<file path="src/lces_pkg.sv">
// Package holding constants and types for the lane code error status block.
package lces_pkg;

    localparam int LCES_LANES = 8;
    localparam int LCES_CNT_W = 8;
    localparam int LCES_ADDR_W = 12;
    localparam int LCES_DATA_W = 8;

    // Register offsets on the configuration port.
    localparam logic [LCES_ADDR_W-1:0] LCES_CODE_MISS_OFS = 12'h046E;
    localparam logic [LCES_ADDR_W-1:0] LCES_STRAY_CTRL_OFS = 12'h046F;

    // Reset values, counter ceiling and unmapped read data.
    localparam logic [LCES_DATA_W-1:0] LCES_STATUS_RST = 8'h00;
    localparam logic [LCES_CNT_W-1:0] LCES_CNT_RST = 8'h00;
    localparam logic [LCES_CNT_W-1:0] LCES_CNT_MAX = 8'hFF;
    localparam logic [LCES_DATA_W-1:0] LCES_UNMAPPED_DATA = 8'h00;

    // One register access request from the configuration port engine.
    typedef struct packed {
        logic rd;
        logic wr;
        logic [LCES_ADDR_W-1:0] addr;
        logic [LCES_DATA_W-1:0] wdata;
    } lces_reg_req_type;

    // Per-lane error events from the lane decoders.
    typedef struct packed {
        logic [LCES_LANES-1:0] code_miss;
        logic [LCES_LANES-1:0] stray_ctrl;
    } lces_lane_evt_type;

endpackage

</file>
<file path="src/lces_err_counter.sv">
// Saturating per-lane error counter with threshold compare.
module lces_err_counter #(
    parameter int CNT_W = 8
) (
    clk,
    rst_b,
    clear,
    incr,
    threshold,
    count,
    at_threshold
);
    import lces_pkg::*;

    input wire logic clk;
    input wire logic rst_b;
    input wire logic clear;
    input wire logic incr;
    input wire logic [CNT_W-1:0] threshold;
    output logic [CNT_W-1:0] count;
    output logic at_threshold;

    logic [CNT_W-1:0] count_ff;
    logic [CNT_W-1:0] nxt_count;

    ////////////////////////////////////////////////////////////////////////////
    // Count saturates so a burst of errors never wraps back below threshold.
    always_comb begin
        nxt_count = count_ff;
        if (clear) begin
            nxt_count = '0;
        end else if (incr && (count_ff != {CNT_W{1'b1}})) begin
            nxt_count = count_ff + {{(CNT_W-1){1'b0}}, 1'b1};
        end
    end

    always_ff @(posedge clk or negedge rst_b) begin
        if (!rst_b) begin
            count_ff <= '0;
        end else begin
            count_ff <= nxt_count;
        end
    end

    assign count = count_ff;
    assign at_threshold = (count_ff >= threshold); // Equal counts as reached.

endmodule

</file>
<file path="src/lces_top.sv">
// Lane code error status registers with per-lane error counters.
//
// Summary of operation
// - Code miss flags per lane at 0x46E.
// - Code miss flag set when count reaches threshold.
// - Stray control flags per lane at 0x46F.
// - Stray control flag set when count reaches threshold.
// - Flags read-only, reset to zero.
//
// Each lane keeps two saturating counters, one per error kind. A status bit is
// the registered result of comparing its counter with the shared threshold, so
// it follows the counter one cycle late and falls when the counters are cleared under a nonzero threshold.
// Both status registers are read-only on the configuration port; a write to
// either offset is accepted and has no effect.
module lces_top (
    clk,
    rst_b,
    reg_req,
    lane_evt,
    error_count_threshold,
    counter_clear,
    reg_rdata,
    reg_rvalid,
    code_miss_status,
    stray_ctrl_status
);
    import lces_pkg::*;

    input wire logic clk;
    input wire logic rst_b;
    input wire lces_pkg::lces_reg_req_type reg_req;
    input wire lces_pkg::lces_lane_evt_type lane_evt;
    input wire logic [lces_pkg::LCES_CNT_W-1:0] error_count_threshold;
    input wire logic counter_clear;
    output logic [lces_pkg::LCES_DATA_W-1:0] reg_rdata;
    output logic reg_rvalid;
    output logic [lces_pkg::LCES_LANES-1:0] code_miss_status;
    output logic [lces_pkg::LCES_LANES-1:0] stray_ctrl_status;

    // Threshold compare results from the counter banks, one bit per lane.
    logic [LCES_LANES-1:0] code_miss_hit;
    logic [LCES_LANES-1:0] stray_ctrl_hit;

    // Event vectors taken out of the carrier, one bank of counters for each kind.
    logic [LCES_LANES-1:0] code_miss_evt;
    logic [LCES_LANES-1:0] stray_ctrl_evt;

    // Status registers as the configuration port sees them.
    logic [LCES_DATA_W-1:0] lane_code_miss_status_ff;
    logic [LCES_DATA_W-1:0] nxt_lane_code_miss_status;
    logic [LCES_DATA_W-1:0] lane_stray_control_char_status_ff;
    logic [LCES_DATA_W-1:0] nxt_lane_stray_control_char_status;

    // Read port state.
    logic [LCES_DATA_W-1:0] reg_rdata_ff;
    logic [LCES_DATA_W-1:0] nxt_reg_rdata;
    logic reg_rvalid_ff;
    logic nxt_reg_rvalid;

    ////////////////////////////////////////////////////////////////////////////
    // True when a request offset selects the given register. All twelve bits are
    // compared, so no alias in the neighbouring status space ever answers here.
    function automatic logic addr_hit(
        input logic [LCES_ADDR_W-1:0] addr,
        input logic [LCES_ADDR_W-1:0] ofs
    );
        return (addr == ofs);
    endfunction

    // Pack per-lane compare bits into a status byte; bit n belongs to lane n.
    // More lanes than register bits would need a second status byte.
    function automatic logic [LCES_DATA_W-1:0] lane_pack(
        input logic [LCES_LANES-1:0] hits
    );
        logic [LCES_DATA_W-1:0] val;
        val = LCES_STATUS_RST;
        for (int lane = 0; lane < LCES_LANES; lane++) begin
            val[lane] = hits[lane];
        end
        return val;
    endfunction

    // Decode a register offset into its read value; unmapped reads return zero.
    function automatic logic [LCES_DATA_W-1:0] read_mux(
        input logic [LCES_ADDR_W-1:0] addr,
        input logic [LCES_DATA_W-1:0] miss_val,
        input logic [LCES_DATA_W-1:0] stray_val
    );
        logic [LCES_DATA_W-1:0] val;
        val = LCES_UNMAPPED_DATA;
        if (addr_hit(addr, LCES_CODE_MISS_OFS)) begin
            val = miss_val;
        end else if (addr_hit(addr, LCES_STRAY_CTRL_OFS)) begin
            val = stray_val;
        end
        return val;
    endfunction

    ////////////////////////////////////////////////////////////////////////////
    // Split the lane events by kind. The decoders run on this same clock, so the
    // events need no synchroniser; a decoder on its own clock would need one.
    // Several lanes may report in one cycle; each bit is counted on its own.
    always_comb begin
        code_miss_evt = lane_evt.code_miss;
        stray_ctrl_evt = lane_evt.stray_ctrl;
    end

    ////////////////////////////////////////////////////////////////////////////
    // One counter pair per lane; the two error kinds never share a count.
    // Counters saturate rather than wrap, so a long burst of errors cannot bring
    // a lane back below threshold. The count itself is not readable.
    for (genvar lane = 0; lane < LCES_LANES; lane++) begin : g_lane
        lces_err_counter #(
            .CNT_W(LCES_CNT_W)
        ) u_code_miss_cnt (
            .clk(clk),
            .rst_b(rst_b),
            .clear(counter_clear),
            .incr(code_miss_evt[lane]),
            .threshold(error_count_threshold),
            .count(),
            .at_threshold(code_miss_hit[lane])
        );

        lces_err_counter #(
            .CNT_W(LCES_CNT_W)
        ) u_stray_ctrl_cnt (
            .clk(clk),
            .rst_b(rst_b),
            .clear(counter_clear),
            .incr(stray_ctrl_evt[lane]),
            .threshold(error_count_threshold),
            .count(),
            .at_threshold(stray_ctrl_hit[lane])
        );
    end

    ////////////////////////////////////////////////////////////////////////////
    // Next status values. The flags are live compares, not sticky bits: a flag
    // drops again once the counters are cleared under a nonzero threshold or the threshold is raised past the count.
    // code miss compare.
    always_comb begin
        nxt_lane_code_miss_status = lane_pack(code_miss_hit);
    end

    always_comb begin
        nxt_lane_stray_control_char_status = lane_pack(stray_ctrl_hit);
    end

    // The compare is registered once more so the status outputs come from flops;
    // this costs one cycle between the counting edge and the visible flag.
    // code miss register.
    always_ff @(posedge clk or negedge rst_b) begin
        if (!rst_b) begin
            lane_code_miss_status_ff <= LCES_STATUS_RST;
        end else begin
            lane_code_miss_status_ff <= nxt_lane_code_miss_status;
        end
    end

    always_ff @(posedge clk or negedge rst_b) begin
        if (!rst_b) begin
            lane_stray_control_char_status_ff <= LCES_STATUS_RST;
        end else begin
            lane_stray_control_char_status_ff <= nxt_lane_stray_control_char_status;
        end
    end

    ////////////////////////////////////////////////////////////////////////////
    // Read path. The offset is sampled on the edge that sees the read strobe, and
    // the data then holds until the next read so a slow port engine can fetch it.
    // Reads may come back to back, one per cycle.
    // code miss offset.
    always_comb begin
        nxt_reg_rdata = reg_rdata_ff;
        if (reg_req.rd) begin
            nxt_reg_rdata = read_mux(reg_req.addr, lane_code_miss_status_ff,
                                     lane_stray_control_char_status_ff);
        end
    end

    // Every read is answered, mapped or not, one cycle after its strobe.
    // Unmapped offsets return zero rather than stalling the port engine.
    always_comb begin
        nxt_reg_rvalid = reg_req.rd;
    end

    // Writes are accepted and dropped, since both registers are status only; this
    // keeps the port engine free of a per-address error. The write strobe and the
    // write data are therefore left unread on purpose.
    // writes ignored.
    always_ff @(posedge clk or negedge rst_b) begin
        if (!rst_b) begin
            reg_rdata_ff <= LCES_STATUS_RST;
        end else begin
            reg_rdata_ff <= nxt_reg_rdata;
        end
    end

    // Read valid strobe; low in reset so no answer appears before a request.
    always_ff @(posedge clk or negedge rst_b) begin
        if (!rst_b) begin
            reg_rvalid_ff <= 1'b0;
        end else begin
            reg_rvalid_ff <= nxt_reg_rvalid;
        end
    end

    ////////////////////////////////////////////////////////////////////////////
    // Every output is a register copy; nothing combinational reaches a port.
    assign reg_rdata = reg_rdata_ff;
    assign reg_rvalid = reg_rvalid_ff;
    assign code_miss_status = lane_code_miss_status_ff;
    assign stray_ctrl_status = lane_stray_control_char_status_ff;

endmodule

</file>
<file path="config.mk">
export PLATFORM = sky130hd
export DESIGN_NAME = lces_top
export DESIGN_NICKNAME = d
export VERILOG_FILES = /design/src/lces_pkg.sv /design/src/lces_err_counter.sv /design/src/lces_top.sv
export SDC_FILE = /design/constraint.sdc
export NUM_CORES = 1
export LEC_CHECK = 0
export BUFFER_PORTS_ARGS = -buffer_cell sky130_fd_sc_hd__buf_2
export CAP_MARGIN = 0
export CORE_MARGIN = 1.5
export CORE_UTILIZATION = 61
export DETAILED_ROUTE_END_ITERATION = 6
export PLACE_DENSITY = 0.82
export SLEW_MARGIN = 20
export SYNTH_ARGS = -nofsm -noshare
export SYNTH_HDL_FRONTEND = slang
export SYNTH_SLANG_ARGS = --single-unit
</file>
<file path="constraint.sdc">
create_clock -name clk -period 1.9 [get_ports clk]
set_input_delay 0.095 -clock clk [delete_from_list [all_inputs] [get_ports clk]]
set_output_delay 0.095 -clock clk [all_outputs]
set_load 0.01 [all_outputs]
</file>
==> results.yml, run 1 <==
run_status:
  status: "finished clean"
route:
  post_drt_via_cell_ratio: 6.159
  wl_per_cell_um: 16.94
  drcViolationCount: 0
  first_pass_iters: 5
  totalWireLength_um: 23290
  drtAntennaViolNets: 0
  first_iter_violations: 686
  vias: 8469
sta:
  max_freq_mhz: 597.6
  maxSlewHeadroom: 0.3447
  hold_viol: 0
  fin_crit_sh: 0.8807
  rsz0062_at_grt: "no"
  fin_skew_ns: 0.009207
  fin_crit_ns: 1.673
  whs_ns: 0.01785
  worstMarginPinSlew_ns: 0.9819
  setup_viol: 0
  fin_setup_tns_ns: 0
  drv_slew: 0
clocking:
  ctsLongestPathBuffers: 2
  clockRootBuffer: "clkbuf_16"
  clk_pin_slew_ns: 0.06
  worstSkewPairLatency_ns: 0.43
  post_cts_buffers: 0
  cts_buffers: 17
  htree_levels: 4
  cts_tree: "built"
  clock-sinks: 153
logic_synthesis:
  synth_seq_cells: 153
  synth.top_cells.by_count: "dfrtp_1 (153), ha_1 (144), nor2_1 (123), a21oi_1 (72)"
  synth_top_area_share: 0.3821
  yosysWarnings: 0
  avgSynthCellArea_um2: 9.470
  async_flop_share: 1.000
  synth_edf_count: 0
  netlist_top_cells_area: "dfrtp_1 (38%), ha_1 (18%), nor2_1 (4.6%), a21oi_1 (3.6%), mux2i_1 (2.9%)"
  ys.flop_type: "dfrtp_1"
  syn_inst: 1058
  synth_largest_area_cell: "dfrtp_1"
  synth_area_um2: 10020
  synth_fp_nets: 1251
  seq_area_frac_synth: 0.3821
  yosysMostFrequentCell: "dfrtp_1"
  ys_types: 49
pwr:
  p_per_area_nw_per_um2: 684.9
  leakage_nw: 5.588
  vdd_ir_drop_max_mv: 0.6386
grt:
  grt_max_degree: 52
  antenna_found_initial: 0
  grt_use_total: 0.2764
  grt_pass1_vias: 8274
  grt_overflow: 0
  grt_pass1_wl_um: 38920
critical_path:
  critPathLaunchType: "flop"
  cp_data_arrival_time_ns: 1.97
  cp.required_ns: 2.20
  endpoint_kind: "flop"
  crit_fanout: 8
  critical_path_class: "reg -> reg"
final_layout:
  drive_above_1_share: 0.1070
  diodes: 0
  nets: 1339
  final_area_um2: 11420
  num-fill-cells: 1205
  final_cells: 1375
  final_util: 0.7161
  area_delta_synth_final_pct: 13.94
floorplan:
  core_area_um2: 15940
  dieArea_um2: 17200
  pin_count: 74
  die_y_um: 131.2
  rows: 46
  die_x_um: 131.2
  start_util: 0.6285
placement:
  placed_cell_area_um2: 10730
  io_buffers: 64
  dp_cells: 1336
  gp_congestion: 0.8473
  place_hpwl_um: 15160
run:
  cap_violations: 0
worst_hold_path:
  hp-class: "in -> reg"
where the power goes:
part	switching (W)	leakage, nW	internal [W]
Sequential	0.0000859	2.10	0.00334
Clock	0.00136	0.295	0.00217
Combinational	0.000525	3.19	0.000337
Total	0.00197	5.59	0.00585
flip-flops by register name, summed over array words and instances, names as in the netlist:
name / cells
reg_rvalid: 1
reg_rdata: 8
code_miss_status: 8
g_lane.u_code_miss_cnt.count: 64
stray_ctrl_status: 8
g_lane.u_stray_ctrl_cnt.count: 64
worst max-delay path, stage by stage, from the launching register on:
cell and delay (ns):
dfrtp_1 0.41, ha_1 0.26, nand3_1 0.10, o21ai_1 0.48, mux2i_1 0.25, nor2_1 0.05
final timing paths:
kind / start / endpoint / slack, ns / cells after the start
worst max register to register: g_lane[0].u_code_miss_cnt.count[1]$_DFFE_PN0P_ / g_lane[0].u_code_miss_cnt.count[1]$_DFFE_PN0P_ / 0.23 / 5
max in group asynchronous: rst_b / g_lane[6].u_code_miss_cnt.count[0]$_DFFE_PN0P_ / 1.10 / 3
min in group asynchronous: rst_b / g_lane[5].u_stray_ctrl_cnt.count[4]$_DFFE_PN0P_ / 0.16 / 2
worst min register to register: reg_rdata[5]$_DFFE_PN0P_ / reg_rdata[5]$_DFFE_PN0P_ / 0.51 / 2
worst min-delay path: lane_evt[10] / g_lane[2].u_code_miss_cnt.count[2]$_DFFE_PN0P_ / 0.02 / 3
worst max-delay path: g_lane[0].u_code_miss_cnt.count[1]$_DFFE_PN0P_ / g_lane[0].u_code_miss_cnt.count[1]$_DFFE_PN0P_ / 0.23 / 5
timing repair:
| action | 4_1_cts | 5_1_grt |
|---|---|---|
| hold endpoints to repair | 137 | 0 |
| hold buffers | 7 | 0 |
| setup endpoints to repair | 0 | 0 |
| resized for setup | 0 | 0 |
placed cells by master, fill, tap and decap left out, types with 7 or more instances in the layout:
| cell | netlist | layout |
|---|---|---|
| nand3_1 | 55 | 55 |
| xor2_1 | 23 | 23 |
| dfrtp_1 | 153 | 153 |
| and3_1 | 20 | 20 |
| o211ai_1 | 12 | 12 |
| nand4_1 | 33 | 33 |
| buf_4 | 0 | 11 |
| a311oi_1 | 9 | 9 |
| a22oi_1 | 8 | 8 |
| buf_2 | 0 | 62 |
| a211oi_1 | 8 | 8 |
| xnor2_1 | 21 | 21 |
| mux2i_1 | 29 | 29 |
| o21ai_1 | 13 | 13 |
| inv_1 | 40 | 40 |
| ha_1 | 144 | 144 |
| a31oi_1 | 26 | 26 |
| nand2_1 | 51 | 51 |
| nor3_1 | 26 | 26 |
| a21oi_1 | 72 | 72 |
| dlygate4sd3_1 | 0 | 7 |
| nor2_1 | 123 | 123 |
| a21o_1 | 32 | 32 |
| clkbuf_16 | 0 | 17 |
| and4_1 | 12 | 12 |
| nor2b_1 | 22 | 22 |
| o21ai_0 | 55 | 55 |
logic make-up (layout without fill, tap and decap cells):
| logic type | after synthesis | count (layout) | synth area share |
|---|---|---|---|
| buffers and inverters | 57 | 158 | 0.02135 |
| AOI/OAI and AO/OA | 255 | 255 | 0.1556 |
| adders and majority gates | 144 | 144 | 0.1798 |
| and+or+nand+nor | 376 | 376 | 0.1937 |
| muxes | 29 | 29 | 0.02897 |
| DFF | 153 | 153 | 0.3821 |
| xor gates and xnor gates | 44 | 44 | 0.03846 |
layer usage:
metal	GRT usage	share of wire	wire length, um	vias up
met5	0	0	0	-
met4	0.09675	0.025	593	0
met3	0.05556	0.057	1337	54
met2	0.4627	0.48	11190	270
met1	0.3569	0.44	10170	4043
li1	-	-	-	4102
per-stage QoR:
stage / total power (W) / setup slack, ns
after global placement: 0.004281 / 0.2878
after CTS: 0.007868 / 0.2386
after floorplan: 0.003965 / 0.3661
after global routing: 0.008122 / 0.07922
after detailed placement: 0.004331 / 0.2538
final: 0.007819 / 0.2267
layout make-up:
type	instances	area [um2]	share of cell area
inverters	40	150.1	0.01315
flip-flops and latches	153	3829	0.3354
well taps	216	270.3	0.02367
clock buffers	21	470.5	0.04121
clock inverters	11	145.1	0.01271
multi-input cells	848	5977	0.5236
repair buffers	86	574.3	0.05031
No activity file was read; power rests on OpenSTA's default activity.
==> run 2: changes to the inputs <==
--- a/config.mk
+++ b/config.mk
@@ -7,6 +7,7 @@
 export LEC_CHECK = 0
 export BUFFER_PORTS_ARGS = -buffer_cell sky130_fd_sc_hd__buf_2
 export CAP_MARGIN = 0
+export CORE_ASPECT_RATIO = 0.6
 export CORE_MARGIN = 1.5
 export CORE_UTILIZATION = 61
 export DETAILED_ROUTE_END_ITERATION = 6
==> results.yml, run 2 (synthesized netlist as in run 1, its figures left out) <==
clocking:
  cts_buffers: 17
  htree_levels: 4
  cts_tree: "built"
  worstSkewPairLatency_ns: 0.43
  ctsLongestPathBuffers: 2
  clk_pin_slew_ns: 0.07
  clock-sinks: 153
  clockRootBuffer: "clkbuf_16"
grt:
  grt_pass1_vias: 7931
  grt_pass1_wl_um: 38960
  grt_use_total: 0.2874
  grt_overflow: 0
  grt_max_degree: 59
  antenna_found_initial: 1
floorplan:
  dieArea_um2: 17230
  rows: 36
  core_area_um2: 16130
  die_y_um: 102.3
  start_util: 0.6214
  pin_count: 74
  die_x_um: 168.5
pwr:
  vdd_ir_drop_max_mv: 0.6097
  clock_power_share: 0.431
  switching_share: 0.2711
  p_sw_w: 0.002045
  p_per_area_nw_per_um2: 663.2
  combPwrFrac: 0.115
  seq_power_share: 0.454
  p_int_w: 0.005499
  leakage_nw: 5.562
sta:
  max_freq_mhz: 585.3
  layout_setup_ws_ns: 0.1914
  setup_viol: 0
  fin_skew_ns: 0.01416
  worstMarginPinSlew_ns: 0.8554
  fin_crit_ns: 1.709
  maxSlewHeadroom: 0.4291
  hold_viol: 0
  drv_slew: 0
  rsz0062_at_grt: "no"
  fin_crit_sh: 0.8993
  fin_setup_tns_ns: 0
worst_hold_path:
  hp-class: "in -> reg"
route:
  first_iter_violations: 540
  drtAntennaViolNets: 0
  totalWireLength_um: 23510
  post_drt_via_cell_ratio: 6.197
  first_pass_iters: 5
  wl_per_cell_um: 17.16
  drcViolationCount: 0
  vias: 8490
placement:
  place_hpwl_um: 15810
  gp_congestion: 0.8188
  post-place-ws_ns: 0.2624
  io_buffers: 64
run_status:
  status: "finished clean"
final_layout:
  final_common_cell: "dfrtp_1"
  diodes: 0
  area_delta_synth_final_pct: 13.54
  nets: 1341
  num-fill-cells: 1185
  layout_common_cells: "dfrtp_1 (153), ha_1 (144), nor2_1 (123)"
  drive_above_1_share: 0.1077
critical_path:
  endpoint_kind: "flop"
  critical_path_class: "reg -> reg"
  cp.required_ns: 2.21
  critPathLaunchType: "flop"
  crit_fanout: 5
  cp_data_arrival_time_ns: 2.02
run:
  cap_violations: 0
[run 2: layout make-up]
class / count / area (um2) / area share
Timing Repair Buffer: 88 / 601.8 / 0.05290
Clock buffer: 20 / 436.7 / 0.03839
Multi-Input combinational cell: 848 / 5981 / 0.5257
Tap cell: 209 / 261.5 / 0.02299
Inverter: 40 / 150.1 / 0.01320
Clock inverter: 12 / 116.4 / 0.01023
Sequential cell: 153 / 3829 / 0.3366
[run 2: per-layer routing]
| layer | vias up | part of all wire | track usage |
|---|---|---|---|
| met3 | 36 | 0.056 | 0.05190 |
| met1 | 4074 | 0.48 | 0.4011 |
| met2 | 264 | 0.44 | 0.4593 |
| li1 | 4114 | - | - |
| met5 | - | 0.00055 | 0 |
| met4 | 2 | 0.016 | 0.09409 |
[run 2: final timing paths]
kind	start	to	slack, ns	depth (start not counted)
hold reg to reg	reg_rdata[5]$_DFFE_PN0P_	reg_rdata[5]$_DFFE_PN0P_	0.51	2
min in group asynchronous	rst_b	g_lane[7].u_code_miss_cnt.count[4]$_DFFE_PN0P_	0.17	2
hold / removal	lane_evt[7]	g_lane[7].u_stray_ctrl_cnt.count[2]$_DFFE_PN0P_	0.02	3
setup / recovery	g_lane[4].u_code_miss_cnt.count[1]$_DFFE_PN0P_	g_lane[4].u_code_miss_cnt.count[1]$_DFFE_PN0P_	0.19	5
setup reg to reg	g_lane[4].u_code_miss_cnt.count[1]$_DFFE_PN0P_	g_lane[4].u_code_miss_cnt.count[1]$_DFFE_PN0P_	0.19	5
max in group asynchronous	rst_b	g_lane[0].u_stray_ctrl_cnt.count[6]$_DFFE_PN0P_	1.02	3
[run 2: power groups by stage]
| stage | registers, W | logic [W] | clock network, W |
|---|---|---|---|
| global placement | 0.00348 | 0.000807 | 0 |
| detailed placement | 0.00349 | 0.000851 | 0 |
| floorplan | 0.00348 | 0.000490 | 0 |
| CTS | 0.00343 | 0.000871 | 0.00331 |
| global route | 0.00344 | 0.000989 | 0.00342 |
| finish | 0.00343 | 0.000866 | 0.00325 |
[run 2: what timing repair did]
action	4_1_cts	5_1_grt
endpoints found under the hold margin	72	0
hold buffers	7	0
resized for setup	0	1
buffers inserted	0	0
endpoints found under the setup margin	0	1
[run 2: metrics by stage]
step	utilization	std cells	instance area (um2)	total power [W]	hold WS [ns]
finish	0.7055	1370	11380	0.007544	0.01913
floorplan	-	1058	10020	0.003965	-0.2006
global placement	0.6666	1331	10750	0.004289	0.07055
CTS	0.7052	1370	11370	0.007601	0.005843
global route	0.7055	1370	11380	0.007848	0.02266
detailed placement	0.6666	1331	10750	0.004337	0.07183
[run 2: worst max-delay path: stages (launching register included)]
cell and delay (ns):
dfrtp_1 0.40, ha_1 0.28, nand3_1 0.16, o31ai_1 0.45
mux2i_1 0.24, nor2_1 0.05
==> run 3: changes to the inputs <==
--- a/config.mk
+++ b/config.mk
@@ -9,10 +9,11 @@
 export CAP_MARGIN = 0
 export CORE_ASPECT_RATIO = 0.6
 export CORE_MARGIN = 1.5
-export CORE_UTILIZATION = 61
+export CORE_UTILIZATION = 62
 export DETAILED_ROUTE_END_ITERATION = 6
 export PLACE_DENSITY = 0.82
 export SLEW_MARGIN = 20
 export SYNTH_ARGS = -nofsm -noshare
 export SYNTH_HDL_FRONTEND = slang
+export SYNTH_HIERARCHICAL = 1
 export SYNTH_SLANG_ARGS = --single-unit
==> results.yml, run 3 <==
clocking:
  cts_tree: "built"
  clock-sinks: 153
  cts_buffers: 17
  worstSkewPairLatency_ns: 0.43
  ctsLongestPathBuffers: 2
  cts_resized: 0
  clockRootBuffer: "clkbuf_16"
  post_cts_buffers: 0
  htree_levels: 4
  cts_hold_buf: 2
  clk_pin_slew_ns: 0.06
final_layout:
  num-fill-cells: 1339
  drive_above_1_share: 0.1561
  diodes: 0
  final_cells: 1496
  final_util: 0.7041
  multi_input_area_um2: 6696
  area_delta_synth_final_pct: 11.97
  seqCellArea_um2: 3829
  nets: 1436
  layout_common_cells: "inv_1 (153), dfrtp_1 (153), ha_1 (144)"
route:
  first_iter_violations: 693
  totalWireLength_um: 27910
  post_drt_via_cell_ratio: 6.459
  wl_per_cell_um: 18.66
  drcViolationCount: 0
  vias: 9663
  drtAntennaViolNets: 0
  first_pass_iters: 5
critical_path:
  path_buf_inv: 0
  crit_fanout: 7
  critical_path_class: "reg -> reg"
  worstPathCellList: "ha_1, nand3_1, nor4b_1, nor3b_1"
  cp.depth: 4
  endpoint_kind: "flop"
  cp.required_ns: 2.20
  worstRegToRegCells: 4
  crit_path_max_incr_delay_ns: 0.44
  reg2reg_slack_ns: 0.29
  r2r-start: "g_lane[5].u_stray_ctrl_cnt/count[1]$_DFFE_PN0P_"
  critPathLaunchType: "flop"
  rr_endpoint: "g_lane[5].u_stray_ctrl_cnt/count[6]$_DFFE_PN0P_"
  crit_slowest_cell: "dfrtp_1"
  cp_data_arrival_time_ns: 1.91
  critical-path-top-delay-family: "simple AND/OR/NAND/NOR gates"
sta:
  fin_skew_ns: 0.009299
  worstMarginPinSlew_ns: 0.5493
  fin_crit_ns: 1.609
  hold_viol: 0
  setup_viol: 0
  fin_setup_tns_ns: 0
  fin_crit_sh: 0.8467
  rsz0062_at_grt: "no"
  max_freq_mhz: 621.6
  drv_slew: 0
  maxSlewHeadroom: 0.6338
grt:
  grt_use_total: 0.3037
  grt_pass1_wl_um: 45910
  grt_max_degree: 48
  grt_pass1_vias: 9215
  antenna_found_initial: 0
  grt_overflow: 0
pwr:
  vdd_ir_drop_max_mv: 0.6488
  leakage_nw: 6.435
  p_per_area_nw_per_um2: 640.4
floorplan:
  core_area_um2: 17970
  die_x_um: 177.3
  start_util: 0.6289
  die_y_um: 107.6
  dieArea_um2: 19070
  pin_count: 74
  rows: 38
logic_synthesis:
  synth_seq_cells: 153
  yosysWarnings: 6
  synth_area_um2: 11300
  async_flop_share: 1.000
  synth_top_area_share: 0.3388
  synth.top_cells.by_count: "dfrtp_1 (153), inv_1 (153), ha_1 (144), nor3_1 (77), a31oi_1 (62)"
  synth_top_family_by_area: "simple AND/OR/NAND/NOR gates"
  synth_compound_area_frac: 0.1652
  ys_types: 43
  netlist_top_cells_area: "dfrtp_1 (34%), ha_1 (16%), inv_1 (5.1%), mux2_4 (4.1%), a31oi_1 (3.4%)"
  syn_inst: 1176
  synth_fp_nets: 1369
  synth-simple-area-share: 0.2044
  synth_largest_area_cell: "dfrtp_1"
  seq_area_frac_synth: 0.3388
  avgSynthCellArea_um2: 9.611
  synth_fa_ha_area_frac: 0.1594
  ys.flop_type: "dfrtp_1"
  synth_edf_count: 0
  synth_xor_area_frac: 0
  synthMuxAreaShare: 0.06354
placement:
  dp_cells: 1462
  io_buffers: 64
  place_hpwl_um: 19430
  gp_congestion: 0.8666
run_status:
  status: "finished clean"
worst_hold_path:
  hold_start: "reg_req[19]"
  hold_depth: 4
  hold_end: "reg_rdata[6]$_DFFE_PN0P_"
  hp-class: "in -> reg"
run:
  cap_violations: 0
## run 3: layout make-up
cell class | count | area share
flip-flops and latches | 153 | 0.3026
repair buffers | 83 | 0.04855
clock buffers | 17 | 0.03362
well taps | 240 | 0.02373
multi-input cells | 835 | 0.5292
inverters | 153 | 0.04538
clock inverters | 15 | 0.01701
## run 3: worst max path at each step
stage,from,endpoint,slack (ns)
final,g_lane[5].u_stray_ctrl_cnt/count[1]$_DFFE_PN0P_,g_lane[5].u_stray_ctrl_cnt/count[6]$_DFFE_PN0P_,0.29
after global routing,g_lane[5].u_stray_ctrl_cnt/count[1]$_DFFE_PN0P_,g_lane[5].u_stray_ctrl_cnt/count[6]$_DFFE_PN0P_,0.20
after CTS,g_lane[5].u_stray_ctrl_cnt/count[1]$_DFFE_PN0P_,g_lane[5].u_stray_ctrl_cnt/count[6]$_DFFE_PN0P_,0.30
after detailed placement,error_count_threshold[6],stray_ctrl_status[3]$_DFF_PN0_,0.32
after global placement,error_count_threshold[6],stray_ctrl_status[3]$_DFF_PN0_,0.36
after floorplan,g_lane[0].u_code_miss_cnt/count[0]$_DFFE_PN0P_,g_lane[0].u_code_miss_cnt/count[0]$_DFFE_PN0P_,0.49
## run 3: tightest hold or removal path: stages
cell	delay [ns]
buf_2	0.10
nor4b_4	0.05
nand4_1	0.08
o21ai_0	0.07
## run 3: cells by family after synthesis
group,Yosys count
muxes,56
DFF,153
AOI/OAI and AO/OA,250
and+or+nand+nor,385
adders and majority gates,144
buffers and inverters,188
## run 3: report_power, final
part | switching, W | internal (W)
Clock | 0.00151 | 0.00224
Sequential | 0.000103 | 0.00333
Combinational | 0.000539 | 0.000394
Total | 0.00215 | 0.00595
## run 3: per-layer routing
| metal | wire length (um) | global-route usage |
|---|---|---|
| met1 | 12740 | 0.4283 |
| met3 | 2010 | 0.05297 |
| met2 | 12620 | 0.4735 |
| met5 | 0 | 0 |
| met4 | 540 | 0.1008 |
## run 3: stage by stage
step	hold slack (ns)	setup WS, ns	cell area, um2	total power (W)
final	0.01549	0.2914	12650	0.008104
after CTS	0.01059	0.3019	12650	0.008131
after global routing	0.03045	0.2009	12650	0.008408
after floorplan	-0.2006	0.4944	11300	0.003979
after global placement	0.02978	0.3580	11990	0.004338
after detailed placement	0.02865	0.3250	11990	0.004392
